**src/hw/pmc_pkg.sv**
```systemverilog
// Package of constants and types shared by both ends of the power mode controller.
package pmc_pkg;
	// ****************************************
	// Register map
	// ****************************************
	localparam logic [31:0] PMC_MODE_ADDR = 32'h4000_2400;
	localparam logic [31:0] PMC_KEY_ADDR = 32'h4000_2404;
	localparam logic [15:0] PMC_MODE_RESET = 16'h0000;
	localparam logic [15:0] PMC_KEY_RESET = 16'h0000;
	localparam logic [15:0] PMC_KEY_FIRST = 16'h4859;
	localparam logic [15:0] PMC_KEY_SECOND = 16'hf27b;
	localparam int PMC_MODE_LSB = 0;
	localparam int PMC_MODE_MSB = 1;
	// ****************************************
	// Controller registers on APB
	// ****************************************
	localparam logic [11:0] PMC_CMD_ADDR = 12'h000;
	localparam logic [11:0] PMC_WDATA_ADDR = 12'h004;
	localparam logic [11:0] PMC_STAT_ADDR = 12'h008;
	localparam logic [11:0] PMC_RDATA_ADDR = 12'h00c;
	localparam logic [11:0] PMC_CORE_ADDR = 12'h010;
	localparam int PMC_CMD_WRITE_BIT = 0;
	localparam int PMC_CMD_READ_BIT = 1;
	localparam int PMC_CMD_SEL_BIT = 4;
	localparam int PMC_CORE_SLEEP_BIT = 0;
	localparam int PMC_CORE_INHANDLER_BIT = 1;
	localparam int PMC_CORE_DEEP_BIT = 2;
	localparam int PMC_CORE_DEBUG_BIT = 3;

	// ****************************************
	// Types
	// ****************************************
	typedef enum logic [1:0] {
		PMC_ACTIVE = 2'h0,
		PMC_CORE_SLEEP = 2'h1,
		PMC_SYSTEM_CLOCK_SLEEP_MODE = 2'h2,
		PMC_HIBERNATE = 2'h3
	} pmc_mode_t;
	typedef enum {PMC_LOCK, PMC_KEY1, PMC_OPEN} pmc_lock_t;
	typedef enum {PMC_RUN, PMC_LOWPOWER} pmc_state_t;
	typedef enum {PMC_HIDLE, PMC_HBUSY} pmc_host_t;
endpackage : pmc_pkg

```
**src/hw/pmc_if.sv**
```systemverilog
// Interface joining the power mode controller to the processor core side.
`timescale 1ns/1ps
`default_nettype none
interface pmc_if;
	// Register port: strobes and write data from the core side, read data from the controller.
	logic regWr;
	logic regRd;
	logic regSel;
	logic [15:0] regWdata;
	logic [15:0] regRdata;
	// Core sleep signalling.
	logic sleepReq;
	logic deepSleep;
	logic inHandler;
	logic debugHold;
	logic wakeIrq;
	logic wakeHigherPrio;
	logic wakeHib;
	logic porRst;
	// Clock gating, power and status outputs of the controller.
	logic coreClkEn;
	logic sysClkEn;
	logic periphClkEn;
	logic freeClkEn;
	logic combPowerEn;
	logic retainEn;
	logic awake;

	modport ctrl (
		input regWr, regRd, regSel, regWdata, sleepReq, deepSleep, inHandler, debugHold,
		input wakeIrq, wakeHigherPrio, wakeHib, porRst,
		output regRdata, coreClkEn, sysClkEn, periphClkEn, freeClkEn, combPowerEn, retainEn, awake
	);
	modport core (
		output regWr, regRd, regSel, regWdata, sleepReq, deepSleep, inHandler, debugHold,
		output wakeIrq, wakeHigherPrio, wakeHib, porRst,
		input regRdata, coreClkEn, sysClkEn, periphClkEn, freeClkEn, combPowerEn, retainEn, awake
	);
endinterface : pmc_if
`default_nettype wire

```
**src/hw/pmc_power_mode_controller.sv**
```systemverilog
// Always-on power mode controller: key-protected mode register and clock gating.
`timescale 1ns/1ps
`default_nettype none
module pmc_power_mode_controller
	import pmc_pkg::*;
#(
	parameter int PERIPH_COUNT = 8
)
(
	input wire logic clk,
	input wire logic sys_rst,
	pmc_if.ctrl bus,
	input wire logic [PERIPH_COUNT-1:0] periphGateOff,
	output logic [PERIPH_COUNT-1:0] periphClkEn
);
	// At least one peripheral clock gate is required; the gating loop always drives eight gates whatever the count.
	generate
		if (PERIPH_COUNT < 1) begin : gBadCount
			$error("peripheral count must be at least one");
		end
	endgenerate
	// ****************************************
	// Registers
	// ****************************************
	pmc_lock_t lock_r, lock_nxt;
	pmc_state_t state_r, state_nxt;
	logic [1:0] mode_r, mode_nxt;
	logic [15:0] key_r, key_nxt;
	logic [1:0] applied_r, applied_nxt;
	logic handlerEntry_r, handlerEntry_nxt;
	logic [15:0] rdata_r, rdata_nxt;
	logic debugHold_r, debugHold_nxt;
	logic entryBlocked;
	logic wakeEvent;

	// ****************************************
	// Debug hold and wake selection
	// ****************************************
	// power-on clear
	// The hold is sticky: once debug has asked for it, sleep stays blocked until power is cycled,
	// and the system reset leaves it alone on purpose.
	always_comb begin
		debugHold_nxt = debugHold_r | bus.debugHold;
	end

	always_ff @(posedge clk or posedge bus.porRst) begin
		if (bus.porRst) begin
			debugHold_r <= 1'b0;
		end else begin
			debugHold_r <= debugHold_nxt;
		end
	end

	// debug blocks entry
	// The live request counts too, so a hold raised together with the sleep request still wins.
	assign entryBlocked = debugHold_r | bus.debugHold;

	always_comb begin
		if (handlerEntry_r) begin
			wakeEvent = bus.wakeHigherPrio;
		end else if (applied_r == PMC_HIBERNATE) begin
			wakeEvent = bus.wakeHib;
		end else begin
			wakeEvent = bus.wakeIrq | bus.wakeHigherPrio | bus.wakeHib;
		end
	end

	// ****************************************
	// Register port next values
	// ****************************************
	always_comb begin
		lock_nxt = lock_r;
		mode_nxt = mode_r;
		key_nxt = key_r;
		rdata_nxt = rdata_r;
		if (bus.regWr) begin
			if (bus.regSel) begin
				key_nxt = bus.regWdata;
				if (lock_r == PMC_LOCK && bus.regWdata == PMC_KEY_FIRST) begin
					lock_nxt = PMC_KEY1;
				end else if (lock_r == PMC_KEY1 && bus.regWdata == PMC_KEY_SECOND) begin
					lock_nxt = PMC_OPEN;
				end else begin
					lock_nxt = PMC_LOCK;
				end
			end else begin
				if (lock_r == PMC_OPEN) begin
					mode_nxt = bus.regWdata[PMC_MODE_MSB:PMC_MODE_LSB];
				end
				lock_nxt = PMC_LOCK;
			end
		end
		if (bus.regRd) begin
			rdata_nxt = bus.regSel ? key_r : {14'h0, mode_r};
		end
	end

	// ****************************************
	// Power state next values
	// ****************************************
	always_comb begin
		state_nxt = state_r;
		applied_nxt = applied_r;
		handlerEntry_nxt = handlerEntry_r;
		case (state_r)
			PMC_RUN: begin
				if (bus.sleepReq && !entryBlocked) begin
					if (mode_r != PMC_ACTIVE && (mode_r != PMC_HIBERNATE || bus.deepSleep)) begin
						applied_nxt = mode_r;
						handlerEntry_nxt = bus.inHandler;
						state_nxt = PMC_LOWPOWER;
					end
				end
			end
			PMC_LOWPOWER: begin
				// wake to active
				// The stored mode survives, so a sleep request left standing re-enters at once.
				if (wakeEvent) begin
					applied_nxt = PMC_ACTIVE;
					handlerEntry_nxt = 1'b0;
					state_nxt = PMC_RUN;
				end
			end
			default: begin
				state_nxt = PMC_RUN;
			end
		endcase
	end

	// ****************************************
	// State registers
	// ****************************************
	// always-on state
	always_ff @(posedge clk or posedge sys_rst) begin
		if (sys_rst) begin
			lock_r <= PMC_LOCK;
			mode_r <= PMC_MODE_RESET[1:0];
			key_r <= PMC_KEY_RESET;
			rdata_r <= 16'h0000;
		end else begin
			lock_r <= lock_nxt;
			mode_r <= mode_nxt;
			key_r <= key_nxt;
			rdata_r <= rdata_nxt;
		end
	end

	always_ff @(posedge clk or posedge sys_rst) begin
		if (sys_rst) begin
			state_r <= PMC_RUN;
			applied_r <= PMC_ACTIVE;
			handlerEntry_r <= 1'b0;
		end else begin
			state_r <= state_nxt;
			applied_r <= applied_nxt;
			handlerEntry_r <= handlerEntry_nxt;
		end
	end

	// ****************************************
	// Clock gating outputs
	// ****************************************
	// core-only sleep
	assign bus.coreClkEn = !(bus.sleepReq || state_r == PMC_LOWPOWER);
	assign bus.sysClkEn = !(applied_r == PMC_SYSTEM_CLOCK_SLEEP_MODE || applied_r == PMC_HIBERNATE);
	assign bus.periphClkEn = bus.sysClkEn;
	assign bus.freeClkEn = applied_r != PMC_HIBERNATE;
	assign bus.combPowerEn = applied_r != PMC_HIBERNATE;
	assign bus.retainEn = applied_r == PMC_HIBERNATE;
	assign bus.awake = state_r == PMC_RUN;
	assign bus.regRdata = rdata_r;

	generate
		for (genvar i = 0; i < 8; i++) begin : gPeriph
			assign periphClkEn[i] = bus.sysClkEn & ~periphGateOff[i];
		end
	endgenerate
endmodule : pmc_power_mode_controller
`default_nettype wire

```
**src/flat_wrapper.sv**
```systemverilog
// flat-port wrapper written by rule: the top's interface ports become plain ports
module pmc_power_mode_controller_flat import pmc_pkg::*;
#(
	parameter int PERIPH_COUNT = 8
)
  (clk, sys_rst, periphGateOff, periphClkEn, bus_regWr, bus_regRd, bus_regSel, bus_regWdata, bus_sleepReq, bus_deepSleep, bus_inHandler, bus_debugHold, bus_wakeIrq, bus_wakeHigherPrio, bus_wakeHib, bus_porRst, bus_regRdata, bus_coreClkEn, bus_sysClkEn, bus_periphClkEn, bus_freeClkEn, bus_combPowerEn, bus_retainEn, bus_awake);
  pmc_if bus_i ();
  input wire logic clk;
  input wire logic sys_rst;
  input wire logic [PERIPH_COUNT-1:0] periphGateOff;
  output logic [PERIPH_COUNT-1:0] periphClkEn;
  input wire logic [$bits(bus_i.regWr)-1:0] bus_regWr;
  input wire logic [$bits(bus_i.regRd)-1:0] bus_regRd;
  input wire logic [$bits(bus_i.regSel)-1:0] bus_regSel;
  input wire logic [$bits(bus_i.regWdata)-1:0] bus_regWdata;
  input wire logic [$bits(bus_i.sleepReq)-1:0] bus_sleepReq;
  input wire logic [$bits(bus_i.deepSleep)-1:0] bus_deepSleep;
  input wire logic [$bits(bus_i.inHandler)-1:0] bus_inHandler;
  input wire logic [$bits(bus_i.debugHold)-1:0] bus_debugHold;
  input wire logic [$bits(bus_i.wakeIrq)-1:0] bus_wakeIrq;
  input wire logic [$bits(bus_i.wakeHigherPrio)-1:0] bus_wakeHigherPrio;
  input wire logic [$bits(bus_i.wakeHib)-1:0] bus_wakeHib;
  input wire logic [$bits(bus_i.porRst)-1:0] bus_porRst;
  output wire logic [$bits(bus_i.regRdata)-1:0] bus_regRdata;
  output wire logic [$bits(bus_i.coreClkEn)-1:0] bus_coreClkEn;
  output wire logic [$bits(bus_i.sysClkEn)-1:0] bus_sysClkEn;
  output wire logic [$bits(bus_i.periphClkEn)-1:0] bus_periphClkEn;
  output wire logic [$bits(bus_i.freeClkEn)-1:0] bus_freeClkEn;
  output wire logic [$bits(bus_i.combPowerEn)-1:0] bus_combPowerEn;
  output wire logic [$bits(bus_i.retainEn)-1:0] bus_retainEn;
  output wire logic [$bits(bus_i.awake)-1:0] bus_awake;
  assign bus_i.regWr = bus_regWr;
  assign bus_i.regRd = bus_regRd;
  assign bus_i.regSel = bus_regSel;
  assign bus_i.regWdata = bus_regWdata;
  assign bus_i.sleepReq = bus_sleepReq;
  assign bus_i.deepSleep = bus_deepSleep;
  assign bus_i.inHandler = bus_inHandler;
  assign bus_i.debugHold = bus_debugHold;
  assign bus_i.wakeIrq = bus_wakeIrq;
  assign bus_i.wakeHigherPrio = bus_wakeHigherPrio;
  assign bus_i.wakeHib = bus_wakeHib;
  assign bus_i.porRst = bus_porRst;
  assign bus_regRdata = bus_i.regRdata;
  assign bus_coreClkEn = bus_i.coreClkEn;
  assign bus_sysClkEn = bus_i.sysClkEn;
  assign bus_periphClkEn = bus_i.periphClkEn;
  assign bus_freeClkEn = bus_i.freeClkEn;
  assign bus_combPowerEn = bus_i.combPowerEn;
  assign bus_retainEn = bus_i.retainEn;
  assign bus_awake = bus_i.awake;
  pmc_power_mode_controller #(.PERIPH_COUNT(PERIPH_COUNT)) u_core (.clk(clk), .sys_rst(sys_rst), .bus(bus_i), .periphGateOff(periphGateOff), .periphClkEn(periphClkEn));
endmodule
```
**config.mk**
```make
export PLATFORM = sky130hd
export DESIGN_NAME = pmc_power_mode_controller_flat
export DESIGN_NICKNAME = d
export VERILOG_FILES = /design/src/hw/pmc_pkg.sv /design/src/hw/pmc_if.sv /design/src/hw/pmc_power_mode_controller.sv /design/src/flat_wrapper.sv
export SDC_FILE = /design/constraint.sdc
export NUM_CORES = 1
export LEC_CHECK = 0
export ABC_AREA = 1
export BUFFER_PORTS_ARGS = -buffer_cell sky130_fd_sc_hd__buf_2
export CORE_ASPECT_RATIO = 1.2
export CORE_UTILIZATION = 44
export CTS_BUF_LIST = sky130_fd_sc_hd__clkbuf_16
export DETAILED_ROUTE_END_ITERATION = 10
export PLACE_DENSITY = 0.84
export REMOVE_ABC_BUFFERS = 1
export SYNTH_ARGS = -nofsm -noshare
export SYNTH_HDL_FRONTEND = slang
export SYNTH_SLANG_ARGS = --single-unit
```
**constraint.sdc**
```tcl
create_clock -name clk -period 1 [get_ports clk]
set_input_delay 0 -clock clk [delete_from_list [all_inputs] [get_ports clk]]
set_output_delay 0 -clock clk [all_outputs]
set_load 0.01 [all_outputs]
```
* Word-level counts from Yosys, hierarchy flattened
Index checks and enable logic that the tools add are counted.
Widths: inputs -> output; s select.
** Word-level totals
- Register bits after elaboration :: 102
- Bits of input ports :: 37
** Cells by class
- Equality and inequality tests :: 13
- Mux-type cells :: 18
- Bitwise gates (word level) :: 20
- Reduce and logical (&&, ||, !) cells :: 19
** Operators with widths (count)
- $mux 32 :: 5
- $logic_not 32->1 :: 3
- $eq 32x2->1 const B :: 2
- $pmux 32 s2 :: 1
- $eq 32x1->1 const B :: 1
- $eq 32x3->1 const B :: 1
- $eq 16x15->1 const B :: 1
- $eq 16x16->1 const B :: 1
- $mux 16 :: 1
- $not 1->1 :: 9
- $and 1x1->1 :: 8
- $mux 2 :: 4
- $ne 2x1->1 const B :: 3
- $reduce_and 3->1 :: 2
- $mux 1 :: 5
- $eq 2x2->1 const B :: 2
- $logic_and 1x1->1 :: 4
- $ne 2x2->1 const B :: 2
- $pmux 2 s2 :: 1
- $reduce_and 4->1 :: 1
- $reduce_bool 2->1 :: 2
- $logic_not 1->1 :: 3
- $logic_or 1x1->1 :: 3
- $or 1x1->1 :: 3
- other kinds (2) :: 2

* Depth between registers and ports, before layout
- Depth after elaboration :: 6
- Depth in mapped cells :: 8
- Gate-level depth less buffers :: 8

* Least setup slack after synthesis
Ideal clock, no wire load.
- Kind :: register to register
- Start :: register u_core.applied_r[1]
- End :: register u_core.applied_r[1]
- Setup time :: 117 ps
- Data arrival time :: 977 ps
- Required time :: 883 ps
- Path slack :: -94 ps
- Stages on the path, launching flop included :: 9
- Clock period less this slack :: 1094 ps
- Path through :: dfrtp_1 -> nand2_1 -> o21ai_0 -> nand2_1 -> nand2_1 -> nand2_1 -> nand2_1 -> nand2_1 -> nand2_1
** Between the ends
- Cells in the longest elaborated chain, start to end :: 5
** Ends and longest elaborated chain
- from (decl) :: RTL line pmc_power_mode_controller.sv:29 : logic [1:0] applied_r, applied_nxt;
- from (signal assigned) :: RTL line pmc_power_mode_controller.sv:155 : applied_r <= applied_nxt;
- $eq 2x2->1 :: RTL line pmc_power_mode_controller.sv:61 : end else if (applied_r == PMC_HIBERNATE) begin
- $mux 1 :: RTL line pmc_power_mode_controller.sv:61
- $mux 1 :: RTL line pmc_power_mode_controller.sv:59 : if (handlerEntry_r) begin
- $ne 2x1->1 (no source line)
- $reduce_and 4->1 (no source line)
Every way passes these cells.
A chain may end at the register's enable or synchronous reset.

* Final worst setup path
- Start :: register u_core.applied_r[1]
- End :: output port periphClkEn[7]
** Between the ends
- Cells in the longest elaborated chain, start to end :: 4
- Elaborated cells on any way between the ends :: 5
** Ends and longest elaborated chain
- $eq 2x2->1 :: RTL line pmc_power_mode_controller.sv:165 : assign bus.sysClkEn = !(applied_r == PMC_SYSTEM_CLOCK_SLEEP_MODE || applied_r == PMC_HIBERNATE);
- $logic_or 1x1->1 * :: RTL line pmc_power_mode_controller.sv:165
- $logic_not 1->1 * :: RTL line pmc_power_mode_controller.sv:165
- $and 1x1->1 * :: RTL line pmc_power_mode_controller.sv:175 : assign periphClkEn[i] = bus.sysClkEn & ~periphGateOff[i];
- to (decl) :: RTL line flat_wrapper.sv:11 : output logic [PERIPH_COUNT-1:0] periphClkEn;
Every way passes the cells marked *; elsewhere a longest branch is shown, timed or not.

==> results.yml <==
place:
  dp_hpwl_um: 2900
  placed_cell_area_sq_um: 2310
  place_ws_ns: -0.0983
  place_congestion: 0.902
  port_buffers: 67
grt:
  grt_pass1_wl_um: 7210
  grt_max_degree: 41
  grt-ovfl-total: 0
  grt_pass1_vias: 1719
  grt_antenna_before_repair: 0
  grt.total_usage_pct: 22.5
critical_path:
  slowest_stage: "dfrtp_1"
  crit_path_end_kind: "primary output"
  r2r_end: "u_core.applied_r[0]"
  worst-setup-path-type: "flop to primary output"
  path_max_fanout: 5
  rrSetupSlack_ns: -0.04
  r2r_cells: 8
  cp_slowest_stage_delay_ns: 0.41
  r2r_start: "u_core.applied_r[1]"
  required_ns: 1.00
  crit_arrival_ns: 1.09
  cp-startpoint: "u_core.applied_r[1]"
  critPathLaunchType: "flop"
  crit_chain: "buf_4 > nor2_2 > buf_2"
detailed_routing:
  num_vias: 1803
  dr.first_iter.drc_count: 31
  firstDrtPassIters: 4
  ant_nets: 0
  wire_per_inst_um: 12.6
  drt_wl_total_um: 4590
  drc: 0
  via_per_inst: 4.95
cts:
  numCtsBuffers: 5
  max-clock-path-buffers: 2
  cts.sinks: 41
  cts.clk_slew.worst_paths_ns: 0.06
  clock_latency_ns: 0.29
  cts_tree: "yes"
  cts-root-buf: "clkbuf_16"
  htree_levels: 2
sta:
  fin_skew_ns: 0.00516
  fmax_ghz: 0.916
  timing.final.ws_setup_ns: -0.0915
  timing.final.crit_period_ns: 1.09
  tightest_slew_ns: 0.231
  period_share_pct: 109
  finalHoldViolCount: 1
  setup_viol: 14
  maxSlewHeadroom_pct: 84.6
  drv_slew: 0
  rsz0062_at_grt: "yes"
  hold-worst-slack_ns: -0.000221
synth:
  ys.warnings.count: 0
  yosysMostFrequentCell: "inv_1"
  synth_seq_cells: 41
  synth_area_sq_um: 1860
  yosysSeqAreaShare_pct: 55.1
  async_flop_share_pct: 100
  post_synth.cell_area_avg_sq_um: 8.34
  yosysTopAreaCell: "dfrtp_1"
  ys_types: 20
  synthTopCellsByCount: "43 x inv_1, 41 x dfrtp_1, 41 x nand2_1, 31 x o21ai_0, 20 x nand3_1"
  synthFlopType: "dfrtp_1"
  synthTopCellsByArea: "dfrtp_1 55%, inv_1 8.7%, o21ai_0 8.3%"
  synth_top_area_share_pct: 55.1
  synth_edf_count: 0
  synth_cells: 223
floorplanning:
  num_rows: 25
  core_area_sq_um: 4000
  die-area_sq_um: 4490
  fp.dieW_um: 61.4
  ios: 68
  die_h_um: 73.2
  start_util_pct: 46.5
finish:
  fillCellCount: 350
  diodes: 0
  area_growth_pct: 45.5
  drive_above_1_share_pct: 34.8
  postLayoutCellArea_sq_um: 2710
  final_net_count: 346
worst_hold_path:
  hp-start: "bus_regWdata[5]"
  worstHoldEndpoint: "u_core.key_r[5]"
  min_path_type: "input pin to flop"
  hold-path-cell-count: 3
pwr:
  power.density_nw_per_um2: 1580
  vdd_drop_max_mv: 1.30
  total_leakage_power_nw: 1.42
outcome:
  outcome: "finished, violations left"
  violations: "negative hold slack, negative setup slack"
job:
  maxCapViolations: 0
## layout by cell type, fill, tap and decap left out
cell / count
buf_12: 2
o21ai_0: 28
clkinv_1: 1
clkbuf_16: 5
or2_2: 1
o22ai_1: 2
o21ai_1: 2
nand2_4: 1
nor2_1: 10
buf_2: 59
nand2_2: 5
o21a_1: 2
buf_6: 10
inv_1: 44
nand3_4: 1
nor2_2: 2
a21oi_1: 3
nand4_1: 4
nor3_2: 3
dlygate4sd3_1: 8
nor3_1: 1
inv_4: 1
o21ai_2: 1
nand3_1: 20
nor2_4: 6
buf_4: 10
bufinv_16: 1
dfrtp_1: 41
nand2_1: 36
## report_power, final
group	switching, mW	internal (mW)	total [mW]	leakage [nW]
logic	0.331	0.271	0.602	0.809
registers	0.0755	1.81	1.89	0.527
clock network	0.621	1.16	1.78	0.0826
total	1.03	3.24	4.27	1.42
## routing by layer
layer  GRT usage [%]  wire, um
met4            13.6       147
met5               0         0
met2            38.2      2490
met3            4.26       252
met1            25.6      1690
## stage by stage
step	util [%]	total power, mW	std cells	setup TNS (ns)	hold WS, ns
global placement	57.8	2.43	345	-0.0702	-0.165
global route	67.6	4.48	364	-1.57	0.0167
CTS	64.5	4.24	362	-0.496	0.00147
detailed placement	57.8	2.45	345	-0.270	-0.162
floorplan	-	2.16	213	-1.09	-0.271
finish	67.6	4.27	364	-0.728	-0.000221
## logic make-up after synthesis
kind of cell    Yosys count  synth area share (%)
compound gates           38                  10.6
flops                    41                  55.1
buf+inv                  54                  12.1
simple gates             90                  22.1
## state kept, by name, indices dropped and copies added, names as in the netlist
register	count
u_core.bus.regRdata	16
u_core.mode_r	2
u_core.debugHold_r	1
u_core.state_r	1
u_core.applied_r	2
u_core.key_r	16
u_core.handlerEntry_r	1
u_core.lock_r	2
## how the worst max path moves through the flow
stage | depth (start not counted) | slack, ns | end
after floorplan | 8 | -0.30 | u_core.applied_r[1]
after global placement | 8 | -0.02 | u_core.handlerEntry_r
after detailed placement | 8 | -0.1 | u_core.applied_r[0]
after CTS | 3 | -0.06 | periphClkEn[5]
after global routing | 3 | -0.14 | periphClkEn[2]
final | 3 | -0.09 | periphClkEn[7]
## what timing repair did
item                       CTS  global route
hold endpoints to repair    46             1
resized for setup           10            26
hold buffers                 7             1
setup endpoints to repair   16            19
pin swaps                    2             4
buffers inserted             2             0
gates cloned                 0             1
## critical path: cells and delay by family (launching register included)
kind	cells	cell delay (ns)
buffers and inverters	2	0.30
and+or+nand+nor	1	0.10
DFF	1	0.41
## cell type report
type | count | area (sq um) | share of cell area, %
Tap cell | 54 | 67.6 | 2.50
Clock inverter | 3 | 37.5 | 1.39
Inverter | 44 | 168 | 6.19
Timing Repair Buffer | 89 | 603 | 22.3
Sequential cell | 41 | 1030 | 37.9
Multi-Input combinational cell | 128 | 681 | 25.1
Clock buffer | 5 | 125 | 4.62
(Power assumes the default switching activity.)
